### src/logic/sapi_pkg.sv
package sapi_pkg;

  // ****************************************
  // timing
  // ****************************************
  localparam int CLK_PERIOD_NS = 10;
  localparam int BUSY_DELAY_NS = 20;
  localparam int BUSY_DELAY_CYC = (BUSY_DELAY_NS / CLK_PERIOD_NS) < 1 ? 1 : (BUSY_DELAY_NS / CLK_PERIOD_NS);
  localparam int DATA_VALID_NS = 30;
  localparam int DATA_VALID_CYC = (DATA_VALID_NS + CLK_PERIOD_NS - 1) / CLK_PERIOD_NS;
  localparam logic [1:0] DATA_VALID_CNT = 2'(DATA_VALID_CYC);

  // ****************************************
  // conversion frame, counted in half conversion-clock periods
  // ****************************************
  localparam int CONV_HALF_CYCLES = 27;
  localparam logic [4:0] CONV_HALF_LAST = 5'(CONV_HALF_CYCLES - 1);
  localparam int SAMPLE_HALF_CYCLES = 5;
  localparam int LSB_HALF_CYCLES = 3;
  localparam int BIT5_HALF_CYCLES = 4;
  localparam int RESULT_W = 12;
  localparam int CHAN_W = 3;
  localparam int SLEEP_SETTLE_CONV = 10;
  localparam logic [3:0] SLEEP_SETTLE_CNT = 4'(SLEEP_SETTLE_CONV);
  localparam logic [11:0] RESULT_RST = 12'h000;

  // ****************************************
  // types
  // ****************************************
  typedef enum logic [1:0] {SAPI_PWR_NORMAL, SAPI_PWR_NAP, SAPI_PWR_SLEEP} sapi_pwr_t;
  typedef enum logic [1:0] {SAPI_IDLE, SAPI_ARMED, SAPI_CONV} sapi_phase_t;

  typedef struct packed {
    logic [11:0] code;
    logic [2:0] chan;
    logic settling;
  } sapi_word_t;

endpackage : sapi_pkg

### src/logic/sapi_core.sv
// Contract
// - strobe fall starts conversion, samples inputs
// - converting begins at next conversion-clock rise
// - conversion lasts 13.5 conversion-clock cycles
// - 2.5 cycles reserved for input acquisition
// - busy falls about 20ns after strobe
// - busy rises only with result valid
// - channel taken on strobe rise, chip-select low
// - result straight binary, msb first
// - bus driven only with select, read low
// - data valid 30ns after read fall
// - read rise applies addressed power state
// - low address bits: 00 run, 01 nap, 1x sleep
// - select tied low: read alone controls power
// - nap keeps reference, next results valid
// - sleep powers off, ten results may be spurious
// - new conversion leaves any power-down mode
// - select and strobe low float data outputs
`timescale 1ns/100ps
`default_nettype none

module sapi_core (
  input wire logic ref_clk_in, // system clock, 100 MHz
  input wire logic sys_rst_in, // synchronous reset, active high
  input wire logic conv_clk_in, // external conversion clock, sampled
  input wire logic wr_n_in, // conversion strobe, active low
  input wire logic cs_n_in, // chip select, active low
  input wire logic rd_n_in, // read strobe, active low
  input wire logic [2:0] chan_sel_in, // chan_sel_2..chan_sel_0
  input wire logic [11:0] sar_code_in, // comparator decisions from analog core
  output logic [11:0] result_out, // result bus, msb at bit 11, result_bit_lsb at bit 0
  output logic result_oe_out, // high while result bus is driven
  output logic busy_out, // low while converting
  output logic [2:0] chan_active_out, // channel connected to sampler
  output logic [1:0] pwr_state_out, // 0 normal, 1 nap, 2 sleep
  output logic ref_on_out, // reference powered
  output logic core_on_out, // converter core powered
  output logic result_settling_out // results may be spurious after sleep
);

  // ****************************************
  // state
  // ****************************************
  typedef struct packed {
    logic wr_n_q;
    logic rd_n_q;
    logic clk_q;
    sapi_pkg::sapi_phase_t phase;
    logic [4:0] half_cnt;
    logic busy;
    logic [2:0] chan;
    logic [2:0] start_chan;
    sapi_pkg::sapi_pwr_t pwr;
    logic [3:0] settle_cnt;
    logic [1:0] rd_cnt;
    logic valid;
    sapi_pkg::sapi_word_t buf0;
    sapi_pkg::sapi_word_t buf1;
    logic buf0_v;
    logic buf1_v;
    logic [11:0] result;
    logic [2:0] busy_dly;
  } sapi_state_t;

  sapi_state_t st;
  sapi_state_t next_st;

  logic wr_fall;
  logic wr_rise;
  logic rd_fall;
  logic rd_rise;
  logic clk_edge;
  logic conv_done;
  logic buf_in_ready;
  logic buf_out_ready;
  sapi_pkg::sapi_word_t done_word;

  // power decode of the low address bits
  function automatic sapi_pkg::sapi_pwr_t pwr_decode(input logic [1:0] sel);
    case (sel)
      2'h0: pwr_decode = sapi_pkg::SAPI_PWR_NORMAL;
      2'h1: pwr_decode = sapi_pkg::SAPI_PWR_NAP;
      default: pwr_decode = sapi_pkg::SAPI_PWR_SLEEP;
    endcase
  endfunction

  // ****************************************
  // edge detection on host strobes and conversion clock
  // ****************************************
  assign wr_fall = st.wr_n_q && !wr_n_in;
  assign wr_rise = !st.wr_n_q && wr_n_in;
  assign rd_fall = st.rd_n_q && !rd_n_in;
  assign rd_rise = !st.rd_n_q && rd_n_in;
  assign clk_edge = st.clk_q != conv_clk_in; // both edges count half cycles
  assign conv_done = (st.phase == sapi_pkg::SAPI_CONV) && clk_edge && (st.half_cnt == sapi_pkg::CONV_HALF_LAST);
  assign done_word = '{code: sar_code_in, chan: st.start_chan, settling: st.settle_cnt != 4'h0};
  assign buf_in_ready = !st.buf1_v;
  assign buf_out_ready = 1'b1; // output latch always accepts

  // ****************************************
  // next-state logic
  // ****************************************
  always_comb begin
    next_st = st;
    next_st.wr_n_q = wr_n_in;
    next_st.rd_n_q = rd_n_in;
    next_st.clk_q = conv_clk_in;
    next_st.busy_dly = {st.busy_dly[1:0], wr_fall && !cs_n_in};
    // conversion start and frame sequencing
    case (st.phase)
      sapi_pkg::SAPI_IDLE: begin
        if (wr_fall && !cs_n_in) begin
          next_st.phase = sapi_pkg::SAPI_ARMED;
          next_st.start_chan = st.chan;
          if (st.pwr != sapi_pkg::SAPI_PWR_NORMAL) begin
            next_st.pwr = sapi_pkg::SAPI_PWR_NORMAL;
          end
        end
      end
      sapi_pkg::SAPI_ARMED: begin
        if (clk_edge && conv_clk_in) begin
          next_st.phase = sapi_pkg::SAPI_CONV;
          next_st.half_cnt = 5'h00;
        end
      end
      sapi_pkg::SAPI_CONV: begin
        if (clk_edge) begin
          next_st.half_cnt = st.half_cnt + 5'h01;
        end
        if (conv_done) begin
          next_st.phase = sapi_pkg::SAPI_IDLE;
          next_st.half_cnt = 5'h00;
        end
      end
      default: next_st.phase = sapi_pkg::SAPI_IDLE;
    endcase
    // busy falls a fixed delay after the strobe, rises at completion
    if (st.busy_dly[sapi_pkg::BUSY_DELAY_CYC - 1]) begin
      next_st.busy = 1'b0;
    end
    if (st.valid && !st.buf0_v && !st.buf1_v && st.phase == sapi_pkg::SAPI_IDLE && !st.busy) begin
      next_st.busy = 1'b1;
    end
    // channel latched on strobe rise while selected
    if (wr_rise && !cs_n_in) begin
      next_st.chan = chan_sel_in;
    end
    // two-entry buffer between converter and output latch
    next_st.valid = 1'b0;
    if (st.buf0_v && buf_out_ready) begin
      next_st.result = st.buf0.code;
      next_st.buf0 = st.buf1;
      next_st.buf0_v = st.buf1_v;
      next_st.buf1_v = 1'b0;
      next_st.valid = 1'b1;
      if (st.settle_cnt != 4'h0) begin
        next_st.settle_cnt = st.settle_cnt - 4'h1;
      end
    end
    if (conv_done && buf_in_ready) begin
      if (next_st.buf0_v) begin
        next_st.buf1 = done_word;
        next_st.buf1_v = 1'b1;
      end else begin
        next_st.buf0 = done_word;
        next_st.buf0_v = 1'b1;
      end
    end
    // read access timing
    if (!cs_n_in && !rd_n_in) begin
      if (st.rd_cnt != sapi_pkg::DATA_VALID_CNT) begin
        next_st.rd_cnt = st.rd_cnt + 2'h1;
      end
    end else begin
      next_st.rd_cnt = 2'h0;
    end
    // power state applied on read rise
    if (rd_rise && !cs_n_in && st.phase == sapi_pkg::SAPI_IDLE) begin
      next_st.pwr = pwr_decode(chan_sel_in[1:0]);
      if (pwr_decode(chan_sel_in[1:0]) == sapi_pkg::SAPI_PWR_SLEEP) begin
        next_st.settle_cnt = sapi_pkg::SLEEP_SETTLE_CNT;
      end
    end
    if (sys_rst_in) begin
      next_st = '0;
      next_st.wr_n_q = 1'b1;
      next_st.rd_n_q = 1'b1;
      next_st.busy = 1'b1;
      next_st.result = sapi_pkg::RESULT_RST;
    end
  end

  // ****************************************
  // state register
  // ****************************************
  always_ff @(posedge ref_clk_in) begin
    st <= next_st;
  end

  // ****************************************
  // outputs
  // ****************************************
  assign result_out = st.result;
  assign result_oe_out = !cs_n_in && !rd_n_in && !wr_n_in == 1'b0 && st.busy
                         && st.rd_cnt == sapi_pkg::DATA_VALID_CNT;
  assign busy_out = st.busy;
  assign chan_active_out = st.chan;
  assign pwr_state_out = st.pwr;
  assign ref_on_out = st.pwr != sapi_pkg::SAPI_PWR_SLEEP;
  assign core_on_out = st.pwr == sapi_pkg::SAPI_PWR_NORMAL;
  assign result_settling_out = st.settle_cnt != 4'h0;

  // ****************************************
  // checks
  // ****************************************
  busy_fall_a: assert property (@(posedge ref_clk_in) disable iff (sys_rst_in)
    (wr_fall && !cs_n_in && st.phase == sapi_pkg::SAPI_IDLE) |-> ##3 !busy_out)
    else $error("busy did not fall after strobe");

  conv_enter_a: assert property (@(posedge ref_clk_in) disable iff (sys_rst_in)
    (st.phase == sapi_pkg::SAPI_ARMED && clk_edge && conv_clk_in) |=> st.phase == sapi_pkg::SAPI_CONV)
    else $error("converting state not entered on clock rise");

  conv_len_a: assert property (@(posedge ref_clk_in) disable iff (sys_rst_in)
    (st.phase == sapi_pkg::SAPI_CONV) |-> st.half_cnt <= sapi_pkg::CONV_HALF_LAST)
    else $error("conversion length wrong");

  busy_rise_a: assert property (@(posedge ref_clk_in) disable iff (sys_rst_in)
    $rose(busy_out) |-> (st.phase == sapi_pkg::SAPI_IDLE && !st.buf0_v))
    else $error("busy rose before completion");

  bus_float_a: assert property (@(posedge ref_clk_in) disable iff (sys_rst_in)
    (cs_n_in || rd_n_in || !wr_n_in) |-> !result_oe_out)
    else $error("bus driven without read");

  read_valid_a: assert property (@(posedge ref_clk_in) disable iff (sys_rst_in)
    (!cs_n_in && !rd_n_in && wr_n_in && busy_out)[*3] |-> ##1 (result_oe_out || !wr_n_in || cs_n_in || rd_n_in))
    else $error("data not valid after read delay");

  chan_take_a: assert property (@(posedge ref_clk_in) disable iff (sys_rst_in)
    (wr_rise && !cs_n_in) |=> chan_active_out == $past(chan_sel_in))
    else $error("channel not taken on strobe rise");

  pwr_apply_a: assert property (@(posedge ref_clk_in) disable iff (sys_rst_in)
    (rd_rise && !cs_n_in && st.phase == sapi_pkg::SAPI_IDLE && chan_sel_in[1:0] == 2'h1)
    |=> pwr_state_out == 2'h1)
    else $error("nap not entered");

  wake_a: assert property (@(posedge ref_clk_in) disable iff (sys_rst_in)
    (wr_fall && !cs_n_in && st.phase == sapi_pkg::SAPI_IDLE) |=> core_on_out)
    else $error("conversion did not wake");

  hold_a: assert property (@(posedge ref_clk_in) disable iff (sys_rst_in)
    (!st.buf0_v) |=> result_out == $past(result_out))
    else $error("result changed without completion");

  // the last half cycle closes the frame
  conv_end_a: assert property (@(posedge ref_clk_in) disable iff (sys_rst_in)
    (st.phase == sapi_pkg::SAPI_CONV && clk_edge && st.half_cnt == sapi_pkg::CONV_HALF_LAST) |=> st.phase == sapi_pkg::SAPI_IDLE)
    else $error("conversion frame did not close");

  // armed waits for a conversion-clock rise
  armed_wait_a: assert property (@(posedge ref_clk_in) disable iff (sys_rst_in)
    (st.phase == sapi_pkg::SAPI_ARMED && !(clk_edge && conv_clk_in)) |=> st.phase == sapi_pkg::SAPI_ARMED)
    else $error("converting state entered without clock rise");

  // busy stays low once the frame is under way
  busy_low_a: assert property (@(posedge ref_clk_in) disable iff (sys_rst_in)
    (st.phase == sapi_pkg::SAPI_CONV && st.half_cnt != 5'h00) |-> !busy_out)
    else $error("busy high while converting");

  // result latch takes the decisions of the last half cycle
  result_take_a: assert property (@(posedge ref_clk_in) disable iff (sys_rst_in)
    conv_done |=> ##1 result_out == $past(sar_code_in, 2))
    else $error("result not latched from decisions");

  // busy returns high once the result stands
  busy_done_a: assert property (@(posedge ref_clk_in) disable iff (sys_rst_in)
    conv_done |-> ##3 busy_out)
    else $error("busy did not rise after completion");

  // the channel of a conversion is the one latched before it
  start_chan_a: assert property (@(posedge ref_clk_in) disable iff (sys_rst_in)
    (wr_fall && !cs_n_in && st.phase == sapi_pkg::SAPI_IDLE) |=> st.start_chan == $past(st.chan))
    else $error("conversion channel not taken at start");

  // a strobe during a frame starts nothing
  no_restart_a: assert property (@(posedge ref_clk_in) disable iff (sys_rst_in)
    (st.phase == sapi_pkg::SAPI_CONV && wr_fall && !cs_n_in) |=> st.phase != sapi_pkg::SAPI_ARMED)
    else $error("start accepted while converting");

  // the channel only moves on a selected strobe rise
  chan_hold_a: assert property (@(posedge ref_clk_in) disable iff (sys_rst_in)
    !(wr_rise && !cs_n_in) |=> chan_active_out == $past(chan_active_out))
    else $error("channel changed without strobe rise");

  // ****************************************
  // checks on the read and power path
  // ****************************************

  // the bus is only driven once the result stands
  oe_busy_a: assert property (@(posedge ref_clk_in) disable iff (sys_rst_in)
    result_oe_out |-> busy_out)
    else $error("bus driven while converting");

  // the bus turns on only after the access delay
  oe_delay_a: assert property (@(posedge ref_clk_in) disable iff (sys_rst_in)
    $rose(result_oe_out) |-> $past(!cs_n_in && !rd_n_in, 3))
    else $error("bus driven before access delay");

  // a read rise during a frame leaves power alone
  pwr_hold_a: assert property (@(posedge ref_clk_in) disable iff (sys_rst_in)
    (rd_rise && st.phase != sapi_pkg::SAPI_IDLE && !wr_fall) |=> pwr_state_out == $past(pwr_state_out))
    else $error("power changed during conversion");

  // sleep selection arms the settling count
  sleep_set_a: assert property (@(posedge ref_clk_in) disable iff (sys_rst_in)
    (rd_rise && !cs_n_in && st.phase == sapi_pkg::SAPI_IDLE && chan_sel_in[1])
    |=> (pwr_state_out == sapi_pkg::SAPI_PWR_SLEEP && result_settling_out))
    else $error("sleep not entered");

  // nap keeps only the reference
  nap_power_a: assert property (@(posedge ref_clk_in) disable iff (sys_rst_in)
    (pwr_state_out == sapi_pkg::SAPI_PWR_NAP) |-> (ref_on_out && !core_on_out))
    else $error("nap power wrong");

  // sleep turns everything off
  sleep_power_a: assert property (@(posedge ref_clk_in) disable iff (sys_rst_in)
    (pwr_state_out == sapi_pkg::SAPI_PWR_SLEEP) |-> (!ref_on_out && !core_on_out))
    else $error("sleep power wrong");

endmodule // sapi_core

`default_nettype wire

### config.mk
export PLATFORM = sky130hd
export DESIGN_NAME = sapi_core
export DESIGN_NICKNAME = d
export VERILOG_FILES = /design/src/logic/sapi_pkg.sv /design/src/logic/sapi_core.sv
export SDC_FILE = /design/constraint.sdc
export NUM_CORES = 1
export LEC_CHECK = 0
export ABC_CLOCK_PERIOD_IN_PS = 2300
export BUFFER_PORTS_ARGS = -buffer_cell sky130_fd_sc_hd__clkbuf_2
export CAP_MARGIN = 20
export CORE_AREA = 2 2 72 74
export DETAILED_ROUTE_END_ITERATION = 12
export DIE_AREA = 0 0 74 76
export PLACE_DENSITY = 0.83
export SYNTH_ARGS = -nofsm -noshare
export SYNTH_HDL_FRONTEND = slang
export SYNTH_SLANG_ARGS = --single-unit
### constraint.sdc
create_clock -name ref_clk_in -period 2.3 [get_ports ref_clk_in]
set_input_delay 0.46 -clock ref_clk_in [delete_from_list [all_inputs] [get_ports ref_clk_in]]
set_output_delay 0.46 -clock ref_clk_in [all_outputs]
set_load 0.1 [all_outputs]
### Word level (Yosys, flattened, before mapping)

Cells that the tools add are included.

| word-level totals | value |
|---|---|
| bits in registers | 74 |
| bits of input ports | 21 |
| word-level logic and storage cells | 103 |

| cells by class | value |
|---|---|
| add/sub/neg operators | 3 |
| eq/ne operators | 13 |
| mux-type cells | 21 |
| bitwise gates (word level) | 1 |
| reduce and logical (&&, ||, !) cells | 43 |

Operators with widths:

| cell | number |
|---|---|
| $mux W34 | 1 |
| $mux W16 | 2 |
| $logic_and A1 B1 Y1 | 19 |
| $mux W17 | 1 |
| $mux W14 | 1 |
| $mux W7 | 2 |
| $mux W4 | 3 |
| $mux W2 | 5 |
| $ne A2 B2 Y1 const B | 5 |
| $pmux W5 S2 | 1 |
| $reduce_bool A2 Y1 | 5 |
| $reduce_and A3 Y1 | 3 |
| $logic_not A1 Y1 | 8 |
| $eq A2 B2 Y1 const B | 3 |
| $logic_not A2 Y1 | 3 |
| $mux W6 | 1 |
| $pmux W2 S3 | 1 |
| $add A5 B1 Y5 const B | 1 |
| $eq A5 B5 Y1 const B | 1 |
| $mux W5 | 1 |
| $eq A2 B1 Y1 const B | 2 |
| $pmux W2 S2 | 1 |
| $reduce_and A2 Y1 | 2 |
| $reduce_bool A4 Y1 | 1 |
| 7 further kinds | 8 |

### Longest topological paths before layout

| logic depth | value |
|---|---|
| depth after elaboration | 8 |
| mapped depth | 8 |
| gate-level depth less buffers | 6 |

### Worst setup path after synthesis

OpenSTA, ideal clock, no wires.

| path | value |
|---|---|
| path kind | flip-flop to output port |
| from | register st, in the netlist busy_out |
| to | output port result_oe_out |
| data arrival time | 3.170 ns |
| setup slack | -1.330 ns |
| stages on the path, launching flop included | 3 |
| path buffers | 0 |
| cell sequence | dfxtp_1 -> nand3_1 -> nor3_1 |

| on the way | value |
|---|---|
| word-level cells in the longest chain between the ends | 2 |

RTL lines:

| item | line | text |
|---|---|---|
| from (decl) | sapi_core.sv:65 | `sapi_state_t st;` |
| from (signal assigned) | sapi_core.sv:197 | `st <= next_st;` |
| $logic_and A1 B1 Y1 | sapi_core.sv:204 | `assign result_oe_out = !cs_n_in && !rd_n_in && !wr_n_in == 1'b0 && st.busy` |
| $logic_and A1 B1 Y1 | sapi_core.sv:205 | `&& st.rd_cnt == sapi_pkg::DATA_VALID_CNT;` |
| to (decl) | sapi_core.sv:32 | `output logic result_oe_out,` |

Every way passes these cells.

### Final worst setup path

| path | value |
|---|---|
| from | register st[50] in the netlist's numbering |
| to | output port result_oe_out |

| on the way | value |
|---|---|
| word-level cells in the longest chain between the ends | 2 |

RTL lines:

| item | line |
|---|---|
| $eq A2 B2 Y1 | sapi_core.sv:205 |
| $logic_and A1 B1 Y1 | sapi_core.sv:205 |

Every way passes these cells.

==> reports/qor.txt <==
die area: 0.005624 mm²
Iter 0 DRT Violations: 80
achievable frequency: 456.0 MHz
WHS Endpoint: st[72]
Pwr per Cell Area: 747.0 mW/mm²
syn nets: 278
Layout Cells excl Fill: 354
fin. max-slew vios: 0
Rel. slew slack: 59.10%
busiest grt layer: met2
layout cell share with drive strength beyond 1: 29.23%
Post-CTS Setup Inserts: 0
total number of vias: 1,763
First-pass DRT Iterations: 4
leading area contributor after synthesis: dfxtp_1
first-pass GRT wire length: 7.431 mm
Layout area overhead: 13.35%
htree depth: 3
Seq cells post-synth: 63
worst reg-to-reg setup slack: 0.42 ns
worst-skew pair later-pin latency: 0.33 ns
reg2reg end: st[45]
Inserted Clock Buffers: 9
status: finished clean
Peak VDD IR: 0.0004037 V
Leakage Power: 1.121 nW
Top delay family on crit path: buffers and inverters
drt wl/cell: 12.32 µm
clock-pin slew on the worst setup and hold paths: 0.06 ns
library cells used by synthesis: 38
min-delay src: conv_clk_in
CTS Sinks: 63
RePlAce Congestion: 0.7977
num rows: 26
vias in the first global route: 1,708
TNS Setup: 0 ns
Gate Count Post-Synth: 252
Fillers: 424
clock tree buffer depth: 2
placed cell count: 338
Vias/cell: 4.980
Worst Setup End Kind: output pin
slowest cell delay on critical path: 0.47 ns
syn_area_per_cell: 10.34 µm²
register area share after synthesis: 48.41%
port bufs: 42
CP startpoint: st[50]
Design Power: 2.206 mW
Tmin final: 2.193 ns
most frequent cells in the layout: dfxtp_1, clkbuf_2, nor2_1
Setup CP Type: reg2out
area of the multi-input gates: 0.001129 mm²
period utilisation layout: 95.36%
met2 usage: 26.34%
die height: 76 µm
reg2reg path depth: 7
CTS tree: built
Startpoint Class: flip-flop
Root Buffer: clkbuf_8
initial core utilization: 53.03%
Hold Vio Cnt, Final: 0
GRT Util Overall: 17.23%
Least-Margin Pin Slew: 0.6122 ns
antenna viol nets, final: 0
grt met3 use: 5.556%
Hold Path Class: in2reg
I/O pin total: 43
Die X: 74 µm
WL final: 4.362 mm
Layout Skew: 0.005735 ns
initial antenna violation count: 0
Worst Hold Depth: 2
HPWL after DPL: 2.956 mm
Nets: 305
largest net degree at the start of global routing: 34
CP max-delay cell: clkbuf_2
worst path cell trace: ha_1, nand3_1, nor3_4, clkbuf_2
share of the synthesized area in the top cell type: 48.41%
Critical R2R Launch: st[72]
Remaining DRCs: 0
commonest non-fill, non-tap cell in the layout: dfxtp_1
cells taking the most area after synthesis: dfxtp_1, mux2i_1, a211oi_2
ANT cells: 0
final setup fails: 0
grt ovf: 0
FF/Latch Area: 0.001264 mm²
met1 usage: 21.19%
core area: 0.004912 mm²
Max Cap Viol: 0
unrepaired setup endpoints after global routing: false
CP required: 1.84 ns
crit path DAT: 1.73 ns
Ys Warns: 0
Synth Cell Area: 0.002605 mm²
Worst Path Buf+Inv: 1
Max FO, Critical Path: 3
-- stage by stage --
| step | hold WS, ns | utilization [%] | cell area (µm²) | setup WS (ns) |
|---|---|---|---|---|
| detailed placement | 0.4278 | 55.86 | 2744 | 0.1733 |
| global route | 0.3683 | 60.11 | 2953 | 0.03865 |
| finish | 0.3649 | 60.11 | 2953 | 0.1068 |
| global placement | 0.4178 | 55.86 | 2744 | 0.2122 |
| CTS | 0.3549 | 60.11 | 2953 | 0.06214 |
| floorplan | 0.4138 | - | 2618 | 0.1458 |
-- synth_stat cells --
library cell  count
a21o_1            1
or4_1             1
nand2b_1          2
clkbuf_1          4
nand3_1           4
nor2b_1          15
nor2_1           36
o21bai_1          1
a21boi_0          1
a211oi_1          1
dfxtp_1          63
a21oi_1          10
ha_1              5
a211oi_2         12
mux2i_1          28
buf_1             2
mux2_2            2
nor4_1            2
nand3b_1          2
and3_1            1
nor4b_1           1
or4b_2            1
or2_2             2
buf_4            17
o311ai_0          2
xnor2_1           5
a221o_1           1
xor2_1            1
nand4b_1          1
buf_2             3
nand2_1           5
and2_1            1
buf_6             2
inv_1             5
buf_12            1
or3b_2            3
nor3b_1           3
nor3_1            5
-- where the power goes --
group / switching [mW] / leakage, nW / internal (mW)
combinational: 0.0739 / 0.502 / 0.0365
clock: 0.399 / 0.109 / 0.586
sequential: 0.00837 / 0.509 / 1.10
-- worst register-to-register path, stage by stage, from the launching register on --
cell	delay [ns]
dfxtp_1	0.31
inv_1	0.04
ha_1	0.27
nand4b_1	0.19
or4_1	0.47
buf_4	0.25
nor2_1	0.18
a211oi_2	0.06
-- area by class of cell --
cell class | instances | share of cell area (%)
flip-flops and latches | 63 | 42.80
multi-input cells | 155 | 38.22
repair buffers | 45 | 8.305
clock buffers | 13 | 5.720
well taps | 70 | 2.966
clock inverters | 3 | 1.356
inverters | 5 | 0.6356
-- cell families (layout without fill, tap and decap cells) --
family          count (synthesis)  after routing  synth area share, %
mux                            30             30                11.62
flops                          63             63                48.42
xor+xnor                        6              6                2.017
fa+ha+maj                       5              5                2.402
compound gates                 29             29                9.895
simple gates                   85             85                16.96
buf+inv                        34             66                8.693
-- worst max-delay path by stage --
stage,to,slack (ns),depth (start not counted)
detailed placement,st[39],0.17,7
global route,result_oe_out,0.04,4
finish,result_oe_out,0.11,4
floorplan,result_oe_out,0.15,2
CTS,result_settling_out,0.06,4
global placement,st[46],0.21,7
-- registers in the layout, summed over array words and instances (netlist names), named ones only --
signal / count
st: 44
result_out: 12
chan_active_out: 3
pwr_state_out: 2
busy_out: 1
-- metal layers --
metal	wire (µm)	part of all wire [%]
met5	0	0
met4	51	1.2
met3	171	3.9
met2	2068	47
met1	2070	47
-- timing repair --
action	4_1_cts	5_1_grt
setup endpoints to repair	0	1
hold buffers	0	0
resized for setup	0	1
No activity file was read; power rests on OpenSTA's default activity.
